## src/common/rps_pkg.sv

```systemverilog
// Package of constants for the reset pin sequencer
package rps_pkg;

  // Cycles the soft reset pin is driven low per pulse
  localparam int unsigned SOFT_DRIVE_CYCLES = 6;
  localparam int unsigned CNT_W = 3;
  // Synchroniser depth for pin inputs
  localparam int unsigned SYNC_STAGES = 2;
  // Cycles POR stays asserted after the synchronised hardware pin releases
  localparam int unsigned RELEASE_CYCLES = 2;

  typedef enum logic [3:0] {
    RPS_IDLE  = 4'b0001,
    RPS_DRIVE = 4'b0010,
    RPS_SENSE = 4'b0100,
    RPS_PULSE = 4'b1000
  } rps_soft_state_t;

endpackage

```

## src/hw/rps_sync.sv

```systemverilog
// Two flip-flop synchroniser for one reset pin level
`timescale 1ns/100ps
`default_nettype none
module rps_sync
(
  input wire logic ref_clk_i,
  input wire logic reset_n_i,
  input wire logic async_i,
  output logic sync_o
);

  logic meta_ff;
  logic sync_ff;

  // Resets to the inactive (high) level of the pins
  always_ff @(posedge ref_clk_i)
  begin
    if (!reset_n_i)
    begin
      meta_ff <= 1'b1;
      sync_ff <= 1'b1;
    end
    else
    begin
      meta_ff <= async_i;
      sync_ff <= meta_ff;
    end
  end

  assign sync_o = sync_ff;

endmodule // rps_sync
`default_nettype wire

```

## src/hw/rps_top.sv

```systemverilog
// Reset pin sequencer: hardware reset pin and two-way soft reset pin
//
// Overview of operation
// - Hardware reset low holds all logic reset
// - Hardware reset release triggers POR, RTC spared
// - Soft pin low holds core domain reset
// - Soft pin release resets core, registers, peripherals
// - Soft reset spares POR-only, RTC, debug, JTAG
// - Sensed low soft pin is then driven low
// - Drive six cycles, resense, repeat until high
`timescale 1ns/100ps
`default_nettype none
module rps_top
#(
  parameter int unsigned DRIVE_CYCLES = rps_pkg::SOFT_DRIVE_CYCLES
)
(
  input wire logic ref_clk_i,
  input wire logic reset_n_i,
  input wire logic hw_reset_in_n_i,
  input wire logic soft_reset_io_n_i,
  output logic soft_reset_io_n_o,
  output logic soft_reset_io_n_oe_n_o,
  output logic por_reset_n_o,
  output logic core_reset_n_o,
  output logic soft_reset_pulse_o,
  output logic run_o
);

  ////////////////////////////////////////////////////////////////////////////
  // Pin synchronisers

  // Both pins pass the same two-flop stage; index 0 is the hardware pin, 1 the soft pin.
  // Nothing reads the first flop of a stage, so a late pin edge cannot split a decision.
  localparam int unsigned N_PINS = 2;

  logic [N_PINS-1:0] pin_raw;
  logic [N_PINS-1:0] pin_sync;
  logic hw_sync;
  logic soft_sync;

  assign pin_raw = {soft_reset_io_n_i, hw_reset_in_n_i};

  for (genvar g = 0; g < N_PINS; g++)
  begin : g_pin_sync
    rps_sync u_sync
    (
      .ref_clk_i(ref_clk_i),
      .reset_n_i(reset_n_i),
      .async_i(pin_raw[g]),
      .sync_o(pin_sync[g])
    );
  end

  assign hw_sync = pin_sync[0];
  assign soft_sync = pin_sync[1];

  ////////////////////////////////////////////////////////////////////////////
  // Hardware reset pin: power-on reset of every domain but the RTC

  logic por_n_ff;
  logic [1:0] por_rel_ff;

  // A short stretch after release keeps the POR edge clean for downstream logic
  always_ff @(posedge ref_clk_i)
  begin
    if (!reset_n_i)
    begin
      por_rel_ff <= 2'h0;
      por_n_ff <= 1'b0;
    end
    else if (!hw_sync)
    begin
      por_rel_ff <= 2'h0;
      por_n_ff <= 1'b0;
    end
    else if (por_rel_ff != 2'(rps_pkg::RELEASE_CYCLES))
    begin
      por_rel_ff <= por_rel_ff + 2'h1;
      por_n_ff <= 1'b0;
    end
    else
    begin
      por_n_ff <= 1'b1;
    end
  end

  assign por_reset_n_o = por_n_ff;

  ////////////////////////////////////////////////////////////////////////////
  // Soft reset pin sequencer

  rps_pkg::rps_soft_state_t state_ff;
  rps_pkg::rps_soft_state_t nxt_state;
  logic [rps_pkg::CNT_W-1:0] cnt_ff;
  logic oe_n_ff;
  logic pin_lvl_ff;
  logic core_n_ff;
  logic pulse_ff;
  logic run_ff;
  logic seq_clr;

  // A hardware reset also abandons a soft sequence in mid-drive and frees the pin,
  // so the board never sees the device hold the line through its own power-on reset
  assign seq_clr = !reset_n_i || !por_n_ff;

  // Core domain may run only with the sequencer idle and the pin released
  function automatic logic core_free
  (
    input var rps_pkg::rps_soft_state_t st,
    input var logic pin_n
  );
    core_free = (st == rps_pkg::RPS_IDLE) && pin_n;
  endfunction

  // True on the last count of a phase that lasts lim cycles from zero
  function automatic logic cnt_last
  (
    input var logic [rps_pkg::CNT_W-1:0] cnt,
    input var int unsigned lim
  );
    cnt_last = (cnt == rps_pkg::CNT_W'(lim - 1));
  endfunction

  // Drive and sense timing, in edges of the system clock:
  //   the pin sampled low reaches soft_sync two edges later, then the enable turns on
  //   the enable stays on for DRIVE_CYCLES edges, counted by cnt_ff from zero
  //   it stays off for SYNC_STAGES + 1 edges so the released level clears the synchroniser
  //   the pin is judged on the last of them: low drives again, high gives the pulse
  // A shorter slot would judge the pin on the level the device drove itself.
  always_comb
  begin
    nxt_state = state_ff;
    unique case (state_ff)
      rps_pkg::RPS_IDLE:
        if (!soft_sync)
          nxt_state = rps_pkg::RPS_DRIVE;
      rps_pkg::RPS_DRIVE:
        if (cnt_last(cnt_ff, DRIVE_CYCLES))
          nxt_state = rps_pkg::RPS_SENSE;
      rps_pkg::RPS_SENSE:
        if (cnt_last(cnt_ff, rps_pkg::SYNC_STAGES + 1))
          nxt_state = soft_sync ? rps_pkg::RPS_PULSE : rps_pkg::RPS_DRIVE;
      rps_pkg::RPS_PULSE:
        nxt_state = rps_pkg::RPS_IDLE;
      default:
        nxt_state = rps_pkg::RPS_IDLE;
    endcase
  end

  always_ff @(posedge ref_clk_i)
  begin
    if (!reset_n_i || !por_n_ff)
      state_ff <= rps_pkg::RPS_IDLE;
    else
      state_ff <= nxt_state;
  end

  always_ff @(posedge ref_clk_i)
  begin
    if (!reset_n_i || !por_n_ff || nxt_state != state_ff)
      cnt_ff <= '0;
    else
      cnt_ff <= cnt_ff + rps_pkg::CNT_W'(1);
  end

  // Pin driven low only in the drive state; released by tristate so pullup raises it.
  // The enable is a flop of its own, so no decode glitch can reach the pad.
  always_ff @(posedge ref_clk_i)
  begin
    if (seq_clr)
      oe_n_ff <= 1'b1;
    else
      oe_n_ff <= (nxt_state != rps_pkg::RPS_DRIVE);
  end

  assign soft_reset_io_n_oe_n_o = oe_n_ff;

  // Drive level is registered like every pad output; the pin is only ever pulled low
  always_ff @(posedge ref_clk_i)
  begin
    pin_lvl_ff <= 1'b0;
  end

  assign soft_reset_io_n_o = pin_lvl_ff;

  // Core domain reset: held through the whole sequence, released after the pulse.
  // Only the core domain sees it; POR-only, RTC and debug logic stay on por_n_ff.
  always_ff @(posedge ref_clk_i)
  begin
    if (seq_clr)
      core_n_ff <= 1'b0;
    else
      core_n_ff <= core_free(nxt_state, soft_sync);
  end

  assign core_reset_n_o = core_n_ff;

  // One-cycle pulse that resets core, registers and peripherals on release
  always_ff @(posedge ref_clk_i)
  begin
    if (seq_clr)
      pulse_ff <= 1'b0;
    else
      pulse_ff <= (nxt_state == rps_pkg::RPS_PULSE);
  end

  assign soft_reset_pulse_o = pulse_ff;

  // Execution permitted only when neither reset is active. Limitation: run_o lags
  // the pin by the synchroniser and one flop, so a new low stops code a little late.
  always_ff @(posedge ref_clk_i)
  begin
    if (seq_clr)
      run_ff <= 1'b0;
    else
      run_ff <= core_free(nxt_state, soft_sync);
  end

  assign run_o = run_ff;

endmodule // rps_top
`default_nettype wire

```

## config.mk

```make
export PLATFORM = sky130hd
export DESIGN_NAME = rps_top
export DESIGN_NICKNAME = d
export VERILOG_FILES = /design/src/common/rps_pkg.sv /design/src/hw/rps_sync.sv /design/src/hw/rps_top.sv
export SDC_FILE = /design/constraint.sdc
export NUM_CORES = 1
export LEC_CHECK = 0
export BUFFER_PORTS_ARGS = -buffer_cell sky130_fd_sc_hd__buf_2
export CORE_AREA = 5 5 44 46
export DETAILED_ROUTE_END_ITERATION = 10
export DIE_AREA = 0 0 49 51
export PLACE_DENSITY = 0.83
export REMOVE_ABC_BUFFERS = 1
export SYNTH_ARGS = -nofsm -noshare
export SYNTH_HDL_FRONTEND = slang
export SYNTH_HIERARCHICAL = 1
export SYNTH_SLANG_ARGS = --single-unit
```

## constraint.sdc

```tcl
create_clock -name ref_clk_i -period 3.6 [get_ports ref_clk_i]
set_input_delay 0 -clock ref_clk_i [delete_from_list [all_inputs] [get_ports ref_clk_i]]
set_output_delay 0 -clock ref_clk_i [all_outputs]
set_load 0.02 [all_outputs]
```

==> results.py, run 1 <==
metrics = {
    "routing": {
        "drt_iter0_markers": 14,
        "drc_errors": 0,
        "ant_nets": 0,
        "dr.pass1.iters": 4,
        "vias": 612,
        "viasPerCell": 5.42,
        "wl_per_cell_um": 13.3,
        "wirelength_mm": 1.50,
    },
    "finish": {
        "fillers": 132,
        "utilization": 0.609,
        "seq_area_um2": 340,
        "area_delta_synth_final_pct": 15.7,
        "insertedDiodeCount": 0,
        "instances_no_fill": 113,
        "nNetsFinal": 106,
        "fin_area_um2": 896,
        "drive_above_1_share": 0.175,
        "multi_input_area_um2": 393,
    },
    "place": {
        "post-place-ws_ps": 1930,
        "postPlaceCellArea_um2": 820,
        "gp_congestion": 0.912,
        "portBuffers": 8,
        "dpl.hpwl_mm": 1.11,
        "placed_cells": 104,
    },
    "power_and_ir_drop": {
        "power_uw": 350,
        "cellPowerDensity_nw_per_um2": 391,
        "ir_drop_v": 0.000274,
        "p_leak_nw": 0.377,
    },
    "floorplan": {
        "dieArea_um2": 2500,
        "die_h_um": 51,
        "num_io_pins": 10,
        "die_w_um": 49,
        "initial_utilization": 0.526,
        "rows": 14,
        "core_region_area_um2": 1470,
    },
    "sta": {
        "final.min_clock_period_ps": 1720,
        "tns_ps": 0,
        "grt_setup_unrepaired": "no",
        "timing.fmax_ghz": 0.582,
        "setup_viol": 0,
        "setup_ws_ps": 1880,
        "final_hold_viol_count": 0,
        "finalMaxSlewViolations": 0,
        "skew_ps": 1.58,
        "holdWs_ps": 418,
        "post-route-period-util": 0.477,
    },
    "status": {
        "status": "complete, no violations",
    },
    "yosys": {
        "synth_commonest_cells": "dfxtp_1, inv_1, nor2_1, ha_1, nand2b_1",
        "syn_avg_cell_area_um2": 9.45,
        "synth_seq_cells": 17,
        "synth_top_cells_by_area": "dfxtp_1, ha_1, inv_1",
        "synth_area_um2": 774,
        "synth.most_common_cell": "dfxtp_1",
        "async_reset_ff_frac": 0,
        "synthFlopType": "dfxtp_1",
        "yosysUniqueCellTypes": 35,
        "yosysTopAreaCellShare": 0.439,
        "syn_inst": 82,
        "yosysWarnings": 6,
        "synth_edf_count": 0,
        "yosysTopAreaCell": "dfxtp_1",
        "yosysSeqAreaShare": 0.439,
    },
    "global_route": {
        "grt_pass1_wl_mm": 2.57,
        "grt_pass1_vias": 583,
        "grt_max_degree": 10,
        "grt_usage": 0.130,
        "grt_overflow": 0,
        "antenna_found_initial": 0,
    },
    "hold_path": {
        "min_to": "g_pin_sync[1].u_sync/sync_o",
        "hold_depth": 1,
        "min_from": "g_pin_sync[1].u_sync/meta_ff",
        "hold_class": "reg2reg",
    },
    "critical_path": {
        "startpoint_type": "flip-flop",
        "critPathKind": "reg2reg",
        "critPathMaxFanout": 5,
        "r2r_end": "run_o",
        "critPathTopFamily": "compound AO/OA/AOI/OAI gates",
        "arrival_ps": 1950,
        "r2r_start": "cnt_ff[0]",
        "end_kind": "flip-flop",
        "path_buf_inv": 1,
        "critical-path-slowest-cell": "dfxtp_1",
        "r2r_cells": 6,
        "cp_cell_sequence": "inv_1, ha_1, and4bb_1, o211a_1, a31oi_2, and4b_1",
        "ff2ff_setup_slack_ps": 1880,
        "required_ps": 3830,
        "slowest_delay_ps": 380,
    },
    "clock_tree": {
        "cts-htree-levels": 1,
        "tritoncts": "done",
        "cts_root_buf": "clkbuf_4",
        "cts_buffer_depth": 2,
        "clk_latency_ps": 280,
        "cts_sinks": 17,
        "cts_hold_buffers": 5,
        "cts_resized": 0,
        "cts_made_buffers": 3,
        "postCtsSetupRepairBufs": 0,
        "path_clk_slew_ps": 100,
    },
    "job": {
        "cap_violations": 0,
    },
}
worst max-delay path by stage:
stage                end  cells past startpoint      start  slack [ps]
2_1_floorplan  cnt_ff[2]                      6  cnt_ff[0]        2050
3_3_place_gp   cnt_ff[0]                      6  cnt_ff[0]        2000
3_5_place_dp   cnt_ff[0]                      6  cnt_ff[0]        1930
4_1_cts            run_o                      6  cnt_ff[0]        1900
5_1_grt            run_o                      6  cnt_ff[0]        1820
6_report           run_o                      6  cnt_ff[0]        1880
worst register-to-register path: stages (launching register included):
cell      delay [ps]
dfxtp_1          380
inv_1             60
ha_1             220
and4bb_1         210
o211a_1          250
a31oi_2          280
and4b_1          260
routing by layer:
layer | share of wire | vias to the layer above | GRT usage
met5 | 0 | - | 0
met4 | 0.038 | 0 | 0.0583
met3 | 0.034 | 6 | 0.0349
met2 | 0.48 | 14 | 0.222
met1 | 0.45 | 278 | 0.154
li1 | - | 314 | -
cell usage in the layout, fill, tap and decap left out, types with 2 or more instances in the layout:
master         synthesis  routed
nor2_1                 7       7
and2b_1                2       2
nor4_1                 2       2
nand2_1                3       3
o21ai_0                2       2
ha_1                   4       4
nor3b_1                2       2
a21oi_1                3       3
nor3_1                 2       2
nand2b_1               4       4
buf_2                  0       8
dlygate4sd3_1          0       5
or3_1                  3       3
inv_1                  7       7
dfxtp_1               17      17
clkbuf_4               0       3
nor2b_1                2       2
registers in the layout, indices dropped and copies added, names as in the netlist:
signal	count
state_ff	4
cnt_ff	3
g_pin_sync.u_sync/meta_ff	2
g_pin_sync.u_sync/sync_o	2
por_rel_ff	2
por_reset_n_o	1
run_o	1
soft_reset_io_n_oe_n_o	1
soft_reset_pulse_o	1
report_power, final:
part / internal [mW] / switching [mW] / total (mW)
logic: 0.0205 / 0.0238 / 0.0443
clock network: 0.0430 / 0.0584 / 0.101
registers: 0.199 / 0.00596 / 0.205
cells by family after synthesis:
kind of cell | synth area share
AOI/OAI and AO/OA | 0.118
adders and majority gates | 0.0646
buffers and inverters | 0.0533
xor gates and xnor gates | 0.0226
and+or+nand+nor | 0.297
DFF | 0.439
other | 0.00484
area by class of cell:
| class | instances | share of cell area |
|---|---|---|
| sequential | 17 | 0.380 |
| multi-input combinational | 56 | 0.439 |
| timing repair buffer | 13 | 0.101 |
| inverter | 7 | 0.0293 |
| clock buffer | 4 | 0.0293 |
| tap | 16 | 0.0223 |
Note: power is estimated with default switching activity, not from simulation.
==> run 2, diff against run 1 <==
--- a/config.mk
+++ b/config.mk
@@ -5,11 +5,12 @@
 export SDC_FILE = /design/constraint.sdc
 export NUM_CORES = 1
 export LEC_CHECK = 0
+export ABC_AREA = 1
 export BUFFER_PORTS_ARGS = -buffer_cell sky130_fd_sc_hd__buf_2
-export CORE_AREA = 5 5 44 46
+export CORE_AREA = 5 5 46 48
 export DETAILED_ROUTE_END_ITERATION = 10
-export DIE_AREA = 0 0 49 51
-export PLACE_DENSITY = 0.83
+export DIE_AREA = 0 0 51 53
+export PLACE_DENSITY = 0.79
 export REMOVE_ABC_BUFFERS = 1
 export SYNTH_ARGS = -nofsm -noshare
 export SYNTH_HDL_FRONTEND = slang
==> constraint.sdc (replaced) <==
create_clock -name ref_clk_i -period 1.45 [get_ports ref_clk_i]
set_input_delay 0 -clock ref_clk_i [delete_from_list [all_inputs] [get_ports ref_clk_i]]
set_output_delay 0 -clock ref_clk_i [all_outputs]
set_load 0.02 [all_outputs]
==> run 2 against run 1 <==
Compared with the run above: non-clock buffer count did not move; clock-buffer cell count stayed put; sequential power up 150%; largest cell class is now sequential cells.
==> results.py, run 2 <==
metrics = {
    "critical_path": {
        "startpoint_type": "flip-flop",
        "critPathKind": "reg2reg",
        "critical-path-slowest-cell": "dfxtp_1",
        "slowest_delay_ps": 380,
        "required_ps": 1630,
        "end_kind": "flip-flop",
        "cpMostUsedCell": "nand2_1",
        "critPathTopFamily": "simple AND/OR/NAND/NOR gates",
        "critPathMaxFanout": 3,
        "path_buf_inv": 2,
        "cp_cell_sequence": "inv_1, ha_1, nand2_1, nand3_1, nand2_1, inv_1, nand2_1, nand2_1, nand4_4, nor2_1",
        "arrival_ps": 1500,
    },
    "place": {
        "gp_congestion": 0.882,
        "portBuffers": 8,
        "dpl.hpwl_um": 956,
        "post-place-ws_ps": 117,
        "placed_cells": 119,
    },
    "power_and_ir_drop": {
        "power_uw": 870,
        "ir_drop_v": 0.000671,
        "p_leak_nw": 0.437,
        "cellPowerDensity_nw_per_um2": 976,
    },
    "yosys": {
        "synth_edf_count": 0,
        "yosysTopAreaCell": "dfxtp_1",
        "synthFlopType": "dfxtp_1",
        "yosysUniqueCellTypes": 21,
        "yosysTopAreaCellShare": 0.450,
        "synth_top_cells_by_area": "dfxtp_1, inv_1, nand2_1",
        "synth_commonest_cells": "inv_1, nand2_1, dfxtp_1, nor2_1",
        "synth_area_um2": 756,
        "async_reset_ff_frac": 0,
        "syn_avg_cell_area_um2": 7.87,
        "yosysSeqAreaShare": 0.450,
        "synth_seq_cells": 17,
        "syn_inst": 96,
        "yosysWarnings": 6,
    },
    "sta": {
        "grt_setup_unrepaired": "no",
        "finalMaxSlewViolations": 0,
        "skew_ps": 1.85,
        "post-route-period-util": 0.909,
        "setup_ws_ps": 132,
        "timing.fmax_ghz": 0.759,
        "tns_ps": 0,
        "setup_viol": 0,
        "final_hold_viol_count": 0,
        "holdWs_ps": 411,
        "final.min_clock_period_ps": 1320,
    },
    "routing": {
        "drc_errors": 0,
        "vias": 595,
        "wirelength_mm": 1.31,
        "drt_iter0_markers": 9,
        "viasPerCell": 4.65,
        "dr.pass1.iters": 4,
        "wl_per_cell_um": 10.2,
        "ant_nets": 0,
    },
    "global_route": {
        "antenna_found_initial": 0,
        "grt_usage": 0.106,
        "grt_pass1_vias": 553,
        "grt_max_degree": 10,
        "grt_overflow": 0,
        "grt_pass1_wl_mm": 2.17,
    },
    "finish": {
        "final_cell_mix": "inv_1, nand2_1, dfxtp_1",
        "largest_register_ffs": 4,
        "area_delta_synth_final_pct": 17.9,
        "instances_no_fill": 128,
        "top_register": "state_ff",
        "nNetsFinal": 120,
        "insertedDiodeCount": 0,
        "drive_above_1_share": 0.234,
        "fillers": 157,
        "reg.largest.list": "state_ff (4), cnt_ff (3)",
    },
    "clock_tree": {
        "cts-htree-levels": 1,
        "path_clk_slew_ps": 90,
        "tritoncts": "done",
        "cts_root_buf": "clkbuf_4",
        "cts_buffer_depth": 2,
        "cts_made_buffers": 3,
        "clk_latency_ps": 280,
        "cts_sinks": 17,
    },
    "job": {
        "cap_violations": 0,
    },
    "hold_path": {
        "hold_class": "reg2reg",
    },
    "status": {
        "status": "complete, no violations",
    },
    "floorplan": {
        "die_w_um": 51,
        "rows": 15,
        "dieArea_um2": 2700,
        "initial_utilization": 0.452,
        "core_region_area_um2": 1670,
        "die_h_um": 53,
        "num_io_pins": 10,
    },
}
-- run 2: what timing repair did --
action	CTS	global route
hold buffers	5	0
hold endpoints to repair	4	0
gates resized for setup	0	3
buffers inserted	0	0
setup endpoints to repair	0	3
-- run 2: report_power, final --
group / total (mW) / internal [mW] / switching, mW
registers: 0.512 / 0.497 / 0.0146
clock network: 0.238 / 0.107 / 0.131
logic: 0.120 / 0.0505 / 0.0697
total: 0.870 / 0.654 / 0.215
-- run 2: worst min-delay path, cell delays in order, from the launching register on --
cell,delay [ps]
dfxtp_1,320
inv_1,30
nand2_1,40
-- run 2: logic make-up after synthesis --
family          after synthesis  share of synthesized area
simple gates                 45                      0.298
other cells                   1                    0.00496
flops                        17                      0.450
compound gates                6                     0.0497
xor+xnor                      1                     0.0116
buf+inv                      22                      0.119
fa+ha+maj                     4                     0.0662
-- run 2: per-layer routing --
metal  vias to the layer above  part of all wire  global-route usage  wire (um)
met5                         -                 0                   0          0
met4                         0            0.0069              0.0404          9
met3                         2             0.037              0.0282         48
met2                        11              0.53               0.195        689
met1                       268              0.43               0.116        559
li1                        314                 -                   -          -
-- run 2: path summary, 6_finish.rpt --
check	from	slack (ps)	endpoint	depth (start not counted)
max	cnt_ff[1]	130	cnt_ff[2]	10
min reg2reg	g_pin_sync[0].u_sync/meta_ff	410	g_pin_sync[0].u_sync/sync_o	2
min	g_pin_sync[0].u_sync/meta_ff	410	g_pin_sync[0].u_sync/sync_o	2
max reg2reg	cnt_ff[1]	130	cnt_ff[2]	10
-- run 2: final cells by class --
cell class,instances,area (um^2),area share
flip-flops and latches,17,342,0.383
repair buffers,13,90.1,0.101
inverters,20,75.1,0.0843
clock buffers,4,26.3,0.0295
multi-input cells,57,337,0.378
well taps,17,21.3,0.0239
-- run 2: through the flow --
| stage | area (um^2) | util |
|---|---|---|
| final | 891 | 0.533 |
| after global routing | 891 | 0.533 |
| after global placement | 802 | 0.480 |
| after detailed placement | 802 | 0.480 |
| after floorplan | 741 | - |
| after CTS | 878 | 0.526 |
